**src/rtl/dpfc_pkg.sv**
```systemverilog
// Purpose: Constants shared by the DAC power, fault and configuration control block.
// Assumes: 32-bit command word framing, MSB first, sampled on the serial clock rising edge.
// Notes:   Command codes sit in the top byte of each frame.
package dpfc_pkg;
  localparam int          NCHAN            = 8;
  localparam int          FRAME_W          = 32;
  localparam int          SHORT_FRAME      = 24;
  localparam int          CRC_W            = 6;
  localparam int          CNT_W            = 7;
  localparam logic [7:0]  CMD_WR_CONFIG    = 8'h70;
  localparam logic [7:0]  CMD_WR_POWER     = 8'h71;
  localparam logic [7:0]  CMD_WR_FAULT     = 8'h76;
  localparam logic [7:0]  CMD_RD_CONFIG    = 8'hF0;
  localparam logic [7:0]  CMD_RD_POWER     = 8'hF1;
  localparam logic [7:0]  CMD_RD_FAULT     = 8'hF6;
  localparam logic [7:0]  CMD_RD_THERMAL   = 8'hF7;
  localparam logic [3:0]  CMD_UPDATE_HI    = 4'h6;
  localparam logic [7:0]  CMD_NOP          = 8'hFF;
  localparam logic [7:0]  PWR_RESET        = 8'h00;
  localparam logic [2:0]  FAULT_RESET      = 3'h0;
  localparam logic [2:0]  CFG_RESET        = 3'h0;
  localparam int          RST_BIT_POS      = 23;
  localparam int          CFG_TSD_POS      = 2;
  localparam int          CFG_EXT_POS      = 1;
  localparam int          CFG_CRC_POS      = 0;
  localparam int          FLT_TSF_POS      = 2;
  localparam int          FLT_CKF_POS      = 1;
  localparam int          FLT_CF_POS       = 0;
  localparam logic [5:0]  CRC_POLY         = 6'h03;
  typedef enum logic [1:0] {DPFC_IDLE, DPFC_SHIFT, DPFC_CLOSE} dpfc_state_t;
endpackage

```
**src/rtl/dpfc_sync.sv**
```systemverilog
// Purpose: Two-flip-flop synchroniser with a set value after reset.
// Assumes: Input is asynchronous to CLK.
// Notes:   The first stage feeds only the second stage.
`timescale 1ns/1ns
module dpfc_sync
#(
  parameter logic INIT = 1'b1
)
(
  input  wire logic CLK,
  input  wire logic SRST,
  input  wire logic D,
  output logic      Q
);
  logic meta_q;

  always_ff @(posedge CLK)
  begin
    if (SRST)
    begin
      meta_q <= INIT;
      Q      <= INIT;
    end
    else
    begin
      meta_q <= D;
      Q      <= meta_q;
    end
  end
endmodule

```
**src/rtl/dpfc_ctrl.sv**
```systemverilog
// Purpose: Control logic of an eight-channel DAC: power-down, async load, fault flags, configuration.
// Assumes: Serial pins and async pins are asynchronous to CLK and sampled at 20 MHz.
// Notes:   Serial clock must run well below CLK/4 so each edge is seen.
// How it works
// - Eight power-down bits, one per channel, one means down, cleared at reset.
// - Power-down write carries channel bits in bytes one and two, even positions.
// - Updating a channel also powers that channel up.
// - Software reset or clear pulse powers up every channel.
// - Power-down readback shows the live power state.
// - All channels down puts the device to sleep, reference and bias off.
// - Registers keep their contents during power-down and sleep.
// - Sleep ends on power-up write, update, load low, clear or soft reset.
// - Power-down read shifts out its bits during the next frame.
// - Load low while select high copies input registers to DAC registers.
// - Load low in frame powers up; still low at close executes and updates.
// - Load low at frame close blocks that frame's power-down request.
// - Over-temperature sets thermal flag and protection unless disabled.
// - Clock counts not a multiple of 32 set the clock fault, 24 allowed.
// - Failed frame check with checking on sets the command fault.
// - Fault flags hold until fault write, clear, soft reset or power cycle.
// - Any fault pulls the open-drain fault pin low until next select rise.
// - Fault write and read use the three low bits of byte two.
// - Configuration write: reset bit first in byte one, three flags in byte two.
// - Writing the reset bit performs a soft reset and it reads back zero.
// - Thermal disable inhibits shutdown, external reference stops charging; both reset zero.
// - Frame check is a six-bit code after the first 26 bits of long frames.
// - Configuration and fault commands are never frame checked.
// - A channel in thermal shutdown is set in power-down and thermal status.
`timescale 1ns/1ns
module dpfc_ctrl
(
  input  wire logic       CLK,
  input  wire logic       SRST,
  input  wire logic       SCK,
  input  wire logic       SDI,
  input  wire logic       SELECT_LOAD_N,
  input  wire logic       ASYNC_LOAD_N,
  input  wire logic       ASYNC_CLEAR_N,
  input  wire logic [7:0] CHAN_OVERTEMP,
  output logic            SDO,
  output logic            SDO_OE_N,
  output logic            FAULT_O,
  output logic            FAULT_OE_N,
  output logic [7:0]      CHAN_SLEEP_BIT,
  output logic            DEVICE_SLEEP,
  output logic [7:0]      DAC_LOAD,
  output logic            EXTERNAL_VREF_SELECT,
  output logic            VREF_COMP_CHARGE_EN
);
  logic                   sck_s;
  logic                   sel_s;
  logic                   async_load_n_s;
  logic                   clr_s;
  logic                   sdi_s;
  logic                   sck_prev_q;
  logic                   sel_prev_q;
  logic                   clr_prev_q;
  logic                   async_load_n_prev_q;
  dpfc_pkg::dpfc_state_t  state_q;
  dpfc_pkg::dpfc_state_t  state_d;
  logic [31:0]            shift_q;
  logic [dpfc_pkg::CNT_W-1:0] count_q;
  logic [7:0]             pd_q;
  logic [7:0]             tsd_q;
  logic [2:0]             fault_q;
  logic [2:0]             cfg_q;
  logic                   fault_pin_q;
  logic [31:0]            tx_q;
  logic [7:0]             next_read_q;
  logic [5:0]             crc_q;
  logic                   crc_pend_q;

  dpfc_sync #(.INIT(1'b0)) u_sck  (.CLK(CLK), .SRST(SRST), .D(SCK),           .Q(sck_s));
  dpfc_sync #(.INIT(1'b1)) u_sel  (.CLK(CLK), .SRST(SRST), .D(SELECT_LOAD_N), .Q(sel_s));
  dpfc_sync #(.INIT(1'b1)) u_async_load_n (.CLK(CLK), .SRST(SRST), .D(ASYNC_LOAD_N),  .Q(async_load_n_s));
  dpfc_sync #(.INIT(1'b1)) u_clr  (.CLK(CLK), .SRST(SRST), .D(ASYNC_CLEAR_N), .Q(clr_s));
  dpfc_sync #(.INIT(1'b0)) u_sdi  (.CLK(CLK), .SRST(SRST), .D(SDI),           .Q(sdi_s));

  wire sck_rise  = sck_s & ~sck_prev_q;
  wire sck_fall  = ~sck_s & sck_prev_q;
  wire sel_fall  = ~sel_s & sel_prev_q;
  wire sel_rise  = sel_s & ~sel_prev_q;
  wire clr_fall  = ~clr_s & clr_prev_q;
  wire async_load_n_fall = ~async_load_n_s & async_load_n_prev_q;

  // Frame close: 24-bit frames land their command in the low three bytes of the shift register.
  wire        is_short   = (count_q == dpfc_pkg::CNT_W'(dpfc_pkg::SHORT_FRAME));
  wire        cnt_ok     = is_short || (count_q[4:0] == 5'h00 && count_q != '0);
  wire [31:0] word       = is_short ? {shift_q[23:0], 8'h00} : shift_q;
  wire [7:0]  cmd        = word[31:24];
  wire [7:0]  byte1      = word[23:16];
  wire [7:0]  byte2      = word[15:8];
  wire [7:0]  pd_field   = {byte1[6], byte1[4], byte1[2], byte1[0],
                            byte2[6], byte2[4], byte2[2], byte2[0]};
  wire        is_cfg_flt = (cmd == dpfc_pkg::CMD_WR_CONFIG) || (cmd == dpfc_pkg::CMD_RD_CONFIG) ||
                           (cmd == dpfc_pkg::CMD_WR_FAULT)  || (cmd == dpfc_pkg::CMD_RD_FAULT);
  wire        crc_active = cfg_q[dpfc_pkg::CFG_CRC_POS] && !is_short && !is_cfg_flt;
  wire        crc_bad    = crc_active && (crc_q != word[5:0]);
  wire        valid      = sel_rise && cnt_ok && !crc_bad && state_q == dpfc_pkg::DPFC_SHIFT;
  wire        do_cfg     = valid && cmd == dpfc_pkg::CMD_WR_CONFIG;
  wire        soft_rst   = do_cfg && word[dpfc_pkg::RST_BIT_POS];
  wire        do_pd      = valid && cmd == dpfc_pkg::CMD_WR_POWER;
  wire        do_flt     = valid && cmd == dpfc_pkg::CMD_WR_FAULT;
  wire        do_upd     = valid && cmd[7:4] == dpfc_pkg::CMD_UPDATE_HI;
  wire [7:0]  upd_mask   = do_upd ? (8'h01 << cmd[2:0]) : 8'h00;
  wire        async_load_n_low   = ~async_load_n_s;
  wire        async_load_n_at_close = sel_rise && async_load_n_low;
  wire [7:0]  thermal_hit = cfg_q[dpfc_pkg::CFG_TSD_POS] ? 8'h00 : CHAN_OVERTEMP;
  wire        tsf_ev     = |thermal_hit;
  wire        ckf_ev     = sel_rise && state_q == dpfc_pkg::DPFC_SHIFT && !cnt_ok;
  wire        cf_ev      = sel_rise && state_q == dpfc_pkg::DPFC_SHIFT && cnt_ok && crc_bad;
  wire        clear_all  = clr_fall || soft_rst;
  wire        wake_all   = clear_all || async_load_n_fall;

  // Power-down write: a request in a frame closed with the load pin low is dropped.
  wire [7:0]  pd_write   = (do_pd && !async_load_n_at_close) ? pd_field : pd_q;
  wire [7:0]  pd_next    = wake_all ? dpfc_pkg::PWR_RESET : ((pd_write & ~upd_mask) | thermal_hit);
  wire [2:0]  flt_set;
  assign flt_set[dpfc_pkg::FLT_TSF_POS] = tsf_ev;
  assign flt_set[dpfc_pkg::FLT_CKF_POS] = ckf_ev;
  assign flt_set[dpfc_pkg::FLT_CF_POS]  = cf_ev;
  // Set wins over clear for every flag.
  wire [2:0]  flt_base   = clear_all ? dpfc_pkg::FAULT_RESET : (do_flt ? byte2[2:0] : fault_q);
  wire [7:0]  read_sel   = (cmd == dpfc_pkg::CMD_RD_POWER)   ? 8'd1 :
                           (cmd == dpfc_pkg::CMD_RD_FAULT)   ? 8'd2 :
                           (cmd == dpfc_pkg::CMD_RD_CONFIG)  ? 8'd3 :
                           (cmd == dpfc_pkg::CMD_RD_THERMAL) ? 8'd4 : 8'd0;
  wire [7:0]  pd_spread1 = {1'b0, pd_q[7], 1'b0, pd_q[6], 1'b0, pd_q[5], 1'b0, pd_q[4]};
  wire [7:0]  pd_spread2 = {1'b0, pd_q[3], 1'b0, pd_q[2], 1'b0, pd_q[1], 1'b0, pd_q[0]};
  wire [7:0]  ts_spread1 = {1'b0, tsd_q[7], 1'b0, tsd_q[6], 1'b0, tsd_q[5], 1'b0, tsd_q[4]};
  wire [7:0]  ts_spread2 = {1'b0, tsd_q[3], 1'b0, tsd_q[2], 1'b0, tsd_q[1], 1'b0, tsd_q[0]};
  // Readback is loaded at the select fall so it shows the live state then.
  wire [31:0] tx_load    = (next_read_q == 8'd1) ? {dpfc_pkg::CMD_RD_POWER, pd_spread1, pd_spread2, 8'h00} :
                           (next_read_q == 8'd2) ? {dpfc_pkg::CMD_RD_FAULT, 13'h0000, fault_q, 8'h00} :
                           (next_read_q == 8'd3) ? {dpfc_pkg::CMD_RD_CONFIG, 13'h0000, cfg_q, 8'h00} :
                           (next_read_q == 8'd4) ? {dpfc_pkg::CMD_RD_THERMAL, ts_spread1, ts_spread2, 8'h00} :
                           {dpfc_pkg::CMD_NOP, 24'h00_0000};
  wire [5:0]  crc_fb     = {5'h00, crc_q[5] ^ shift_q[0]};
  wire [5:0]  crc_step   = {crc_q[4:0], 1'b0} ^ (crc_fb[0] ? dpfc_pkg::CRC_POLY : 6'h00);

  always_comb
  begin
    state_d = state_q;
    case (state_q)
      dpfc_pkg::DPFC_IDLE:  if (sel_fall) state_d = dpfc_pkg::DPFC_SHIFT;
      dpfc_pkg::DPFC_SHIFT: if (sel_rise) state_d = dpfc_pkg::DPFC_CLOSE;
      dpfc_pkg::DPFC_CLOSE: state_d = dpfc_pkg::DPFC_IDLE;
      default:              state_d = dpfc_pkg::DPFC_IDLE;
    endcase
  end

  always_ff @(posedge CLK)
  begin
    if (SRST)
    begin
      sck_prev_q  <= 1'b0;
      sel_prev_q  <= 1'b1;
      clr_prev_q  <= 1'b1;
      async_load_n_prev_q <= 1'b1;
      state_q     <= dpfc_pkg::DPFC_IDLE;
    end
    else
    begin
      sck_prev_q  <= sck_s;
      sel_prev_q  <= sel_s;
      clr_prev_q  <= clr_s;
      async_load_n_prev_q <= async_load_n_s;
      state_q     <= state_d;
    end
  end

  // Shifter and running frame check; the check covers every bit before the code, the first 26,
  // so it is advanced on each bit except the last six.
  always_ff @(posedge CLK)
  begin
    if (SRST || sel_fall)
    begin
      shift_q <= 32'h0000_0000;
      count_q <= '0;
      crc_q   <= 6'h00;
    end
    else if (sck_rise && !sel_s)
    begin
      shift_q <= {shift_q[30:0], sdi_s};
      count_q <= count_q + 1'b1;
      crc_q   <= crc_q;
    end
    else if (crc_pend_q)
    begin
      crc_q   <= (count_q <= dpfc_pkg::CNT_W'(dpfc_pkg::FRAME_W - dpfc_pkg::CRC_W)) ? crc_step : crc_q;
    end
  end

  always_ff @(posedge CLK)
  begin
    if (SRST)
      crc_pend_q <= 1'b0;
    else
      crc_pend_q <= sck_rise && !sel_s;
  end

  // Register state; only resets, the clear pin, decoded writes, load-pin falls and fault or thermal events change it, so sleep leaves it intact.
  wire [7:0]  tsd_next   = wake_all ? thermal_hit : (tsd_q | thermal_hit);
  // Reset bit is never stored, so it reads back as zero.
  wire [2:0]  cfg_next   = soft_rst ? dpfc_pkg::CFG_RESET : (do_cfg ? byte2[2:0] : cfg_q);

  always_ff @(posedge CLK)
  begin
    if (SRST)
      pd_q <= dpfc_pkg::PWR_RESET;
    else
      pd_q <= pd_next;
  end

  always_ff @(posedge CLK)
  begin
    if (SRST)
      tsd_q <= 8'h00;
    else
      tsd_q <= tsd_next;
  end

  always_ff @(posedge CLK)
  begin
    if (SRST)
      fault_q <= dpfc_pkg::FAULT_RESET;
    else
      fault_q <= flt_base | flt_set;
  end

  always_ff @(posedge CLK)
  begin
    if (SRST)
      cfg_q <= dpfc_pkg::CFG_RESET;
    else
      cfg_q <= cfg_next;
  end

  // Fault pin: event pulls low, the next select rise releases unless a new event lands.
  always_ff @(posedge CLK)
  begin
    if (SRST)
      fault_pin_q <= 1'b0;
    else if (|flt_set)
      fault_pin_q <= 1'b1;
    else if (sel_rise)
      fault_pin_q <= 1'b0;
  end

  always_ff @(posedge CLK)
  begin
    if (SRST)
    begin
      next_read_q     <= 8'd0;
      tx_q            <= 32'h0000_0000;
    end
    else
    begin
      if (sel_rise)
        next_read_q <= (valid ? read_sel : 8'd0);
      if (sel_fall)
        tx_q <= tx_load;
      else if (sck_fall && !sel_s)
        tx_q <= {tx_q[30:0], 1'b0};
    end
  end

  // Outputs, each from a flip-flop of its own.
  // Load all while idle, or at frame close when the load pin is still low.
  wire        load_idle  = async_load_n_low && sel_s && state_q == dpfc_pkg::DPFC_IDLE;
  wire        load_close = valid && async_load_n_low;
  wire [7:0]  load_next  = (load_idle || load_close) ? 8'hFF : upd_mask;
  wire        all_down   = (pd_q == 8'hFF);
  // Charging is pointless with an external reference or with the whole chip asleep.
  wire        charge_next = ~cfg_q[dpfc_pkg::CFG_EXT_POS] && !all_down;

  always_ff @(posedge CLK)
  begin
    if (SRST)
      SDO <= 1'b0;
    else
      SDO <= tx_q[31];
  end

  always_ff @(posedge CLK)
  begin
    if (SRST)
      SDO_OE_N <= 1'b1;
    else
      SDO_OE_N <= sel_s;
  end

  always_ff @(posedge CLK)
  begin
    if (SRST)
      FAULT_O <= 1'b0;
    else
      FAULT_O <= 1'b0;
  end

  always_ff @(posedge CLK)
  begin
    if (SRST)
      FAULT_OE_N <= 1'b1;
    else
      FAULT_OE_N <= ~fault_pin_q;
  end

  always_ff @(posedge CLK)
  begin
    if (SRST)
      CHAN_SLEEP_BIT <= dpfc_pkg::PWR_RESET;
    else
      CHAN_SLEEP_BIT <= pd_q;
  end

  always_ff @(posedge CLK)
  begin
    if (SRST)
      DEVICE_SLEEP <= 1'b0;
    else
      DEVICE_SLEEP <= all_down;
  end

  always_ff @(posedge CLK)
  begin
    if (SRST)
      DAC_LOAD <= 8'h00;
    else
      DAC_LOAD <= load_next;
  end

  always_ff @(posedge CLK)
  begin
    if (SRST)
      EXTERNAL_VREF_SELECT <= 1'b0;
    else
      EXTERNAL_VREF_SELECT <= cfg_q[dpfc_pkg::CFG_EXT_POS];
  end

  always_ff @(posedge CLK)
  begin
    if (SRST)
      VREF_COMP_CHARGE_EN <= 1'b1;
    else
      VREF_COMP_CHARGE_EN <= charge_next;
  end
endmodule

```
**config.mk**
```make
export PLATFORM = sky130hd
export DESIGN_NAME = dpfc_ctrl
export DESIGN_NICKNAME = d
export VERILOG_FILES = /design/src/rtl/dpfc_pkg.sv /design/src/rtl/dpfc_sync.sv /design/src/rtl/dpfc_ctrl.sv
export SDC_FILE = /design/constraint.sdc
export NUM_CORES = 1
export LEC_CHECK = 0
export ABC_AREA = 1
export BUFFER_PORTS_ARGS = -buffer_cell sky130_fd_sc_hd__buf_2
export CORE_UTILIZATION = 55
export DETAILED_ROUTE_END_ITERATION = 10
export PLACE_DENSITY = 0.78
export SLEW_MARGIN = 25
export SYNTH_ARGS = -nofsm -noshare
export SYNTH_HDL_FRONTEND = slang
export SYNTH_SLANG_ARGS = --single-unit
```
**constraint.sdc**
```tcl
create_clock -name CLK -period 5.8 [get_ports CLK]
set_input_delay 1.16 -clock CLK [delete_from_list [all_inputs] [get_ports CLK]]
set_output_delay 1.16 -clock CLK [all_outputs]
set_load 0.005 [all_outputs]
```
==> metrics.yaml, run 1 <==
status: "completed"
postCtsSetupBuffers: 0
hold_path_depth: 1
grt_pass1_vias: 4584
drive_above_1_share_pct: 13.2
fin_crit_sh_pct: 56.3
crit_chain: "inv_1, ha_1, nand3_4, nor2_4, nand2_1, o21ai_1, nor2_1, nand2_1, nand2_1, nand2_1, nand3_2, nand4_1, nand2_1, inv_2, nand2_2, o21ai_0"
fp.dieArea_um2: 10600
synthArstFlopShare_pct: 0
worst_path_dominant_cell_family: "simple AND/OR/NAND/NOR gates"
clkSinkCount: 133
die-height_um: 103
peakVddDrop_mv: 0.278
synth-edff-count: 0
grt_usage_pct: 27.4
cts_root_buf: "clkbuf_8"
nets: 809
finalInstanceArea_um2: 6460
critical_path.max_stage_delay_ns: 0.61
finalHoldViolCount: 0
min_from: "u_async_load_n.meta_q"
cts_hold_buf: 0
area_growth_pct: 14.7
clk_latency_ns: 0.53
cts.htree.levels: 4
synth_common_cells: "nand2_1 (157), dfxtp_1 (133), inv_1 (81)"
cp.required_ns: 6.25
synth_largest_area_cell: "dfxtp_1"
design.core.area_um2: 9860
rsz0062_at_grt: "no"
netlist.area_leader.share_pct: 47.3
cts_buffers: 17
slowest_stage: "nor2_4"
reg2reg_depth: 16
netlist_instances: 766
arrival_ns: 3.72
maxSlewViolCount: 0
synth_cell_types: 39
start_util_pct: 57.1
fp.dieW_um: 103
antenna_found_initial: 0
synth-seq-cells: 133
reg2reg_to: "tsd_q[4]"
hold_end: "u_async_load_n.Q"
hp-class: "reg2reg"
post_cts_resized: 0
slew_headroom_pct: 50.1
remaining_drc_errors: 0
crit_fanout: 37
dp_hpwl_um: 9410
cts_buffer_depth: 2
leakagePower_nw: 2.67
port_buffers: 36
tightest_slew_ns: 0.746
grt-ovfl-total: 0
synth_area_leaders: "dfxtp_1 (47%), nand2_1 (10%), o21ai_0 (6.8%)"
setup_violations: 0
syn-cell-area_um2: 5630
finClkSkew_ns: 0.0136
diodes: 0
start_kind: "flop"
fin_crit_ns: 3.26
cts_tree: "yes"
post_synth.cell_area_avg_um2: 7.35
end_kind: "flop"
grt_pass1_wl_um: 22000
cap_violations: 0
yosysWarnings: 0
num_vias: 5187
dr.first_iter.drc_count: 332
ioPinCount: 38
avgRoutedWirePerCell_um: 14.6
syn_nets: 784
first_pass_iters: 5
fin_tns_setup_ns: 0
power.density_nw_per_um2: 331
path_common_cell: "nand2_1"
yosysMostFrequentCell: "nand2_1"
synthFlopType: "dfxtp_1"
routed_wirelength_um: 13600
cp_num_buf_inv: 2
rows: 36
worstReg2RegStart: "count_q[0]"
viasPerCell: 5.54
finalWeightedCongestion: 0.989
placed_area_um2: 5850
clkTransAtPathRegs_ns: 0.06
ys_seq_area_share_pct: 47.3
ant_nets: 0
timing.reg2reg.setup_slack_ns: 2.54
fmax_mhz: 306
grt_max_degree: 60
critPathKind: "reg2reg"
==> cells by family after synthesis <==
logic type               after synthesis  share of synthesized area (%)
other                                  1                         0.0666
buffers and inverters                124                           9.07
adder cells (fa/ha/maj)                3                          0.667
AO/OA/AOI/OAI                        177                           16.9
XOR/XNOR                               3                          0.467
AND/OR/NAND/NOR                      325                           25.6
flip-flops                           133                           47.3
==> layer usage <==
| layer | GRT usage [%] | vias up | share of wire, % |
|---|---|---|---|
| li1 | - | 2571 | - |
| met1 | 34.4 | 2374 | 43 |
| met2 | 44.4 | 206 | 48 |
| met3 | 7.39 | 36 | 6.9 |
| met4 | 12.1 | 0 | 2.4 |
| met5 | 0 | - | 0 |
==> worst reg2reg max path, cell delays in order, from the launching register on <==
cell	delay, ns
dfxtp_1	0.31
inv_1	0.12
ha_1	0.23
nand3_4	0.10
nor2_4	0.61
nand2_1	0.12
o21ai_1	0.21
nor2_1	0.10
nand2_1	0.09
nand2_1	0.07
nand2_1	0.10
nand3_2	0.33
nand4_1	0.22
nand2_1	0.08
inv_2	0.13
nand2_2	0.18
o21ai_0	0.19
==> area by class of cell <==
class                      count  area [µm²]
timing repair buffer          42         225
sequential                   133        2660
inverter                      88         330
clock inverter                15         193
multi-input combinational    509        2460
tap                          133         166
fill                         825        3410
clock buffer                  17         414
==> worst max-delay path by stage <==
stage,cells after the start,from,endpoint
after detailed placement,16,count_q[0],pd_q[6]
after global placement,16,count_q[0],tsd_q[4]
final,16,count_q[0],tsd_q[4]
after CTS,16,count_q[0],tsd_q[4]
after global routing,16,count_q[0],tsd_q[4]
after floorplan,16,count_q[0],pd_q[7]
==> cell usage in the layout, fill, tap and decap left out, types with 3 or more instances in the layout <==
cell type	n
a21oi_1	70
clkbuf_16	16
buf_2	36
buf_4	6
inv_6	5
o22ai_1	4
o21ai_0	77
nand2_1	157
nand3_1	40
o21ai_1	3
inv_1	81
clkinv_4	4
ha_1	3
inv_2	4
clkinv_1	3
nand2_2	8
nor2_1	75
a31oi_1	9
nand4_1	20
dfxtp_1	133
o21ai_2	3
nor3_1	7
or2_2	6
bufinv_16	3
==> report_power, final <==
part           switching, mW  internal (mW)  leakage, nW
sequential            0.0126          0.939         1.08
combinational         0.0612         0.0292         1.29
clock                  0.430          0.666        0.296
==> sequential cells by signal, summed over array words and instances, names as in the netlist, 2 cells and up <==
signal          cells
CHAN_SLEEP_BIT      8
DAC_LOAD            8
cfg_q               3
count_q             7
crc_q               6
fault_q             3
next_read_q         3
pd_q                8
shift_q            32
state_q             2
tsd_q               8
tx_q               24
==> stage by stage <==
stage,util [%],hold slack (ns),std cells,total power [mW],setup slack (ns)
floorplan,-,0.366,766,1.03,3.61
detailed placement,59.3,0.395,905,1.06,2.60
finish,65.4,0.408,937,2.14,2.54
global route,65.4,0.416,937,2.20,2.06
global placement,59.3,0.391,905,1.06,2.79
CTS,65.4,0.411,937,2.14,2.58
No activity file was read; power rests on OpenSTA's default activity.
==> run 2, diff against run 1 <==
Clock period 5.8 ns to 3.3 ns, I/O delays scaled along.
==> run 2 against run 1 <==
  * Count of clock-buffer cells in the layout is 2 higher
  * Critical path depth stayed put
  * Combinational power is 77% higher
  * Highest routed layer unchanged
  * Hold slack worse by 0.10 ns
  * Cell count is 0.11% higher
  * Sequential power is 77% higher
  * Flip-flop and latch count stayed put
  * Clock skew is 0.0046 ns lower
  * Clock power is 65% higher
==> metrics.yaml, run 2 (same netlist as run 1, synthesis figures left out) <==
end_kind: "flop"
worstReg2RegStart: "count_q[1]"
power.density_nw_per_um2: 567
die-height_um: 103
top_regs: "shift_q: 32 flops, tx_q: 24 flops"
fmax_mhz: 340
clk_latency_ns: 0.54
final_common_cell: "nand2_1"
ant_nets: 0
first_pass_iters: 5
grt_pass1_vias: 4552
avgRoutedWirePerCell_um: 14.9
fp.dieW_um: 103
reg2reg_to: "tsd_q[3]"
grt_usage_pct: 28.1
timing.reg2reg.setup_slack_ns: 0.36
drive_above_1_share_pct: 13.3
placed_area_um2: 5860
maxSlewViolCount: 0
port_buffers: 36
grt_pass1_wl_um: 22200
whs_ns: 0.304
fin_crit_sh_pct: 89.1
min_from: "ASYNC_CLEAR_N"
reg2reg_depth: 16
grt-ovfl-total: 0
area_growth_pct: 14.2
seq_area_um2: 2660
crit_fanout: 20
peakVddDrop_mv: 0.470
fin_ws_ns: 0.361
nets: 810
diodes: 0
cp.required_ns: 3.76
cts_tree: "yes"
fin_util_pct: 65.2
hold_end: "u_clr.meta_q"
hold_path_depth: 2
remaining_drc_errors: 0
leakagePower_nw: 2.66
finalWeightedCongestion: 0.944
grt_max_degree: 46
start_kind: "flop"
start_util_pct: 57.1
cap_violations: 0
antenna_found_initial: 0
clkSinkCount: 133
fp.dieArea_um2: 10600
fin_cells: 938
setup_violations: 0
viasPerCell: 5.50
tightest_slew_ns: 0.887
num_vias: 5162
ioPinCount: 38
rows: 36
cts_root_buf: "clkbuf_8"
fin_crit_ns: 2.94
status: "completed"
multi_input_area_um2: 2460
critPathKind: "reg2reg"
cts.htree.levels: 4
slew_headroom_pct: 40.8
finalInstanceArea_um2: 6430
cts_buffer_depth: 2
fin_tns_setup_ns: 0
most-common-layout-cells: "nand2_1 (157), dfxtp_1 (133), inv_1 (81)"
cts_hold_buf: 0
hp-class: "in2reg"
routed_wirelength_um: 14000
dr.first_iter.drc_count: 298
postCtsSetupBuffers: 0
finalHoldViolCount: 0
design.core.area_um2: 9860
clkTransAtPathRegs_ns: 0.06
finClkSkew_ns: 0.00904
rsz0062_at_grt: "no"
dp_cells: 906
arrival_ns: 3.40
post_cts_resized: 0
fin_total_pwr_mw: 3.65
dp_hpwl_um: 9760
largest_reg_flops: 32
top_register: "shift_q"
cts_buffers: 17
fill_cells: 883
pre_cts_slack_ns: 0.521
==> run 2: changes by cell type in the layout (fill, tap and decap cells not counted) <==
| cell | change |
|---|---|
| clkinv_2 | +4 |
| clkinvlp_4 | +3 |
| inv_6 | -5 |
| clkinv_4 | -2 |
| clkbuf_8 | +2 |
| buf_4 | +1 |
| inv_8 | -1 |
| bufinv_16 | -1 |
==> run 2: worst max-delay path by stage <==
stage	startpoint	cells past startpoint	endpoint
floorplan	count_q[0]	16	pd_q[7]
global placement	count_q[0]	16	tsd_q[3]
detailed placement	count_q[0]	14	pd_q[2]
CTS	count_q[0]	16	tsd_q[4]
global route	count_q[0]	16	tsd_q[4]
finish	count_q[1]	16	tsd_q[3]
==> run 2: area by class of cell <==
cell class,count,share of cell area (%)
Sequential cell,133,41.4
Multi-Input combinational cell,509,38.3
Inverter,88,5.14
Clock inverter,13,2.06
Timing Repair Buffer,43,3.62
Tap cell,133,2.59
Clock buffer,19,6.87
==> run 2: per-layer routing <==
metal	track usage, %	part of all wire, %	wire length (µm)
met4	12.2	2.5	346
met1	35.8	45	6290
met3	8.20	6.1	848
met2	44.5	47	6530
met5	0	0	0
==> run 2: power by group <==
part           internal (mW)  switching (mW)  leakage, nW  total [mW]
registers               1.65          0.0247         1.08        1.68
clock network           1.11           0.702        0.275        1.81
logic                 0.0512           0.109         1.30       0.160
==> run 2: worst max-delay path, cell delays in order, from the launching register on <==
cell,delay [ns]
dfxtp_1,0.33
inv_1,0.13
ha_1,0.24
nand3_4,0.09
nor2_4,0.42
nand2_1,0.11
o21ai_1,0.23
nor2_1,0.12
nand2_1,0.10
nand2_1,0.07
nand2_1,0.09
nand3_2,0.14
nand4_1,0.15
nand2_1,0.09
inv_2,0.13
nand2_2,0.19
o21ai_0,0.22
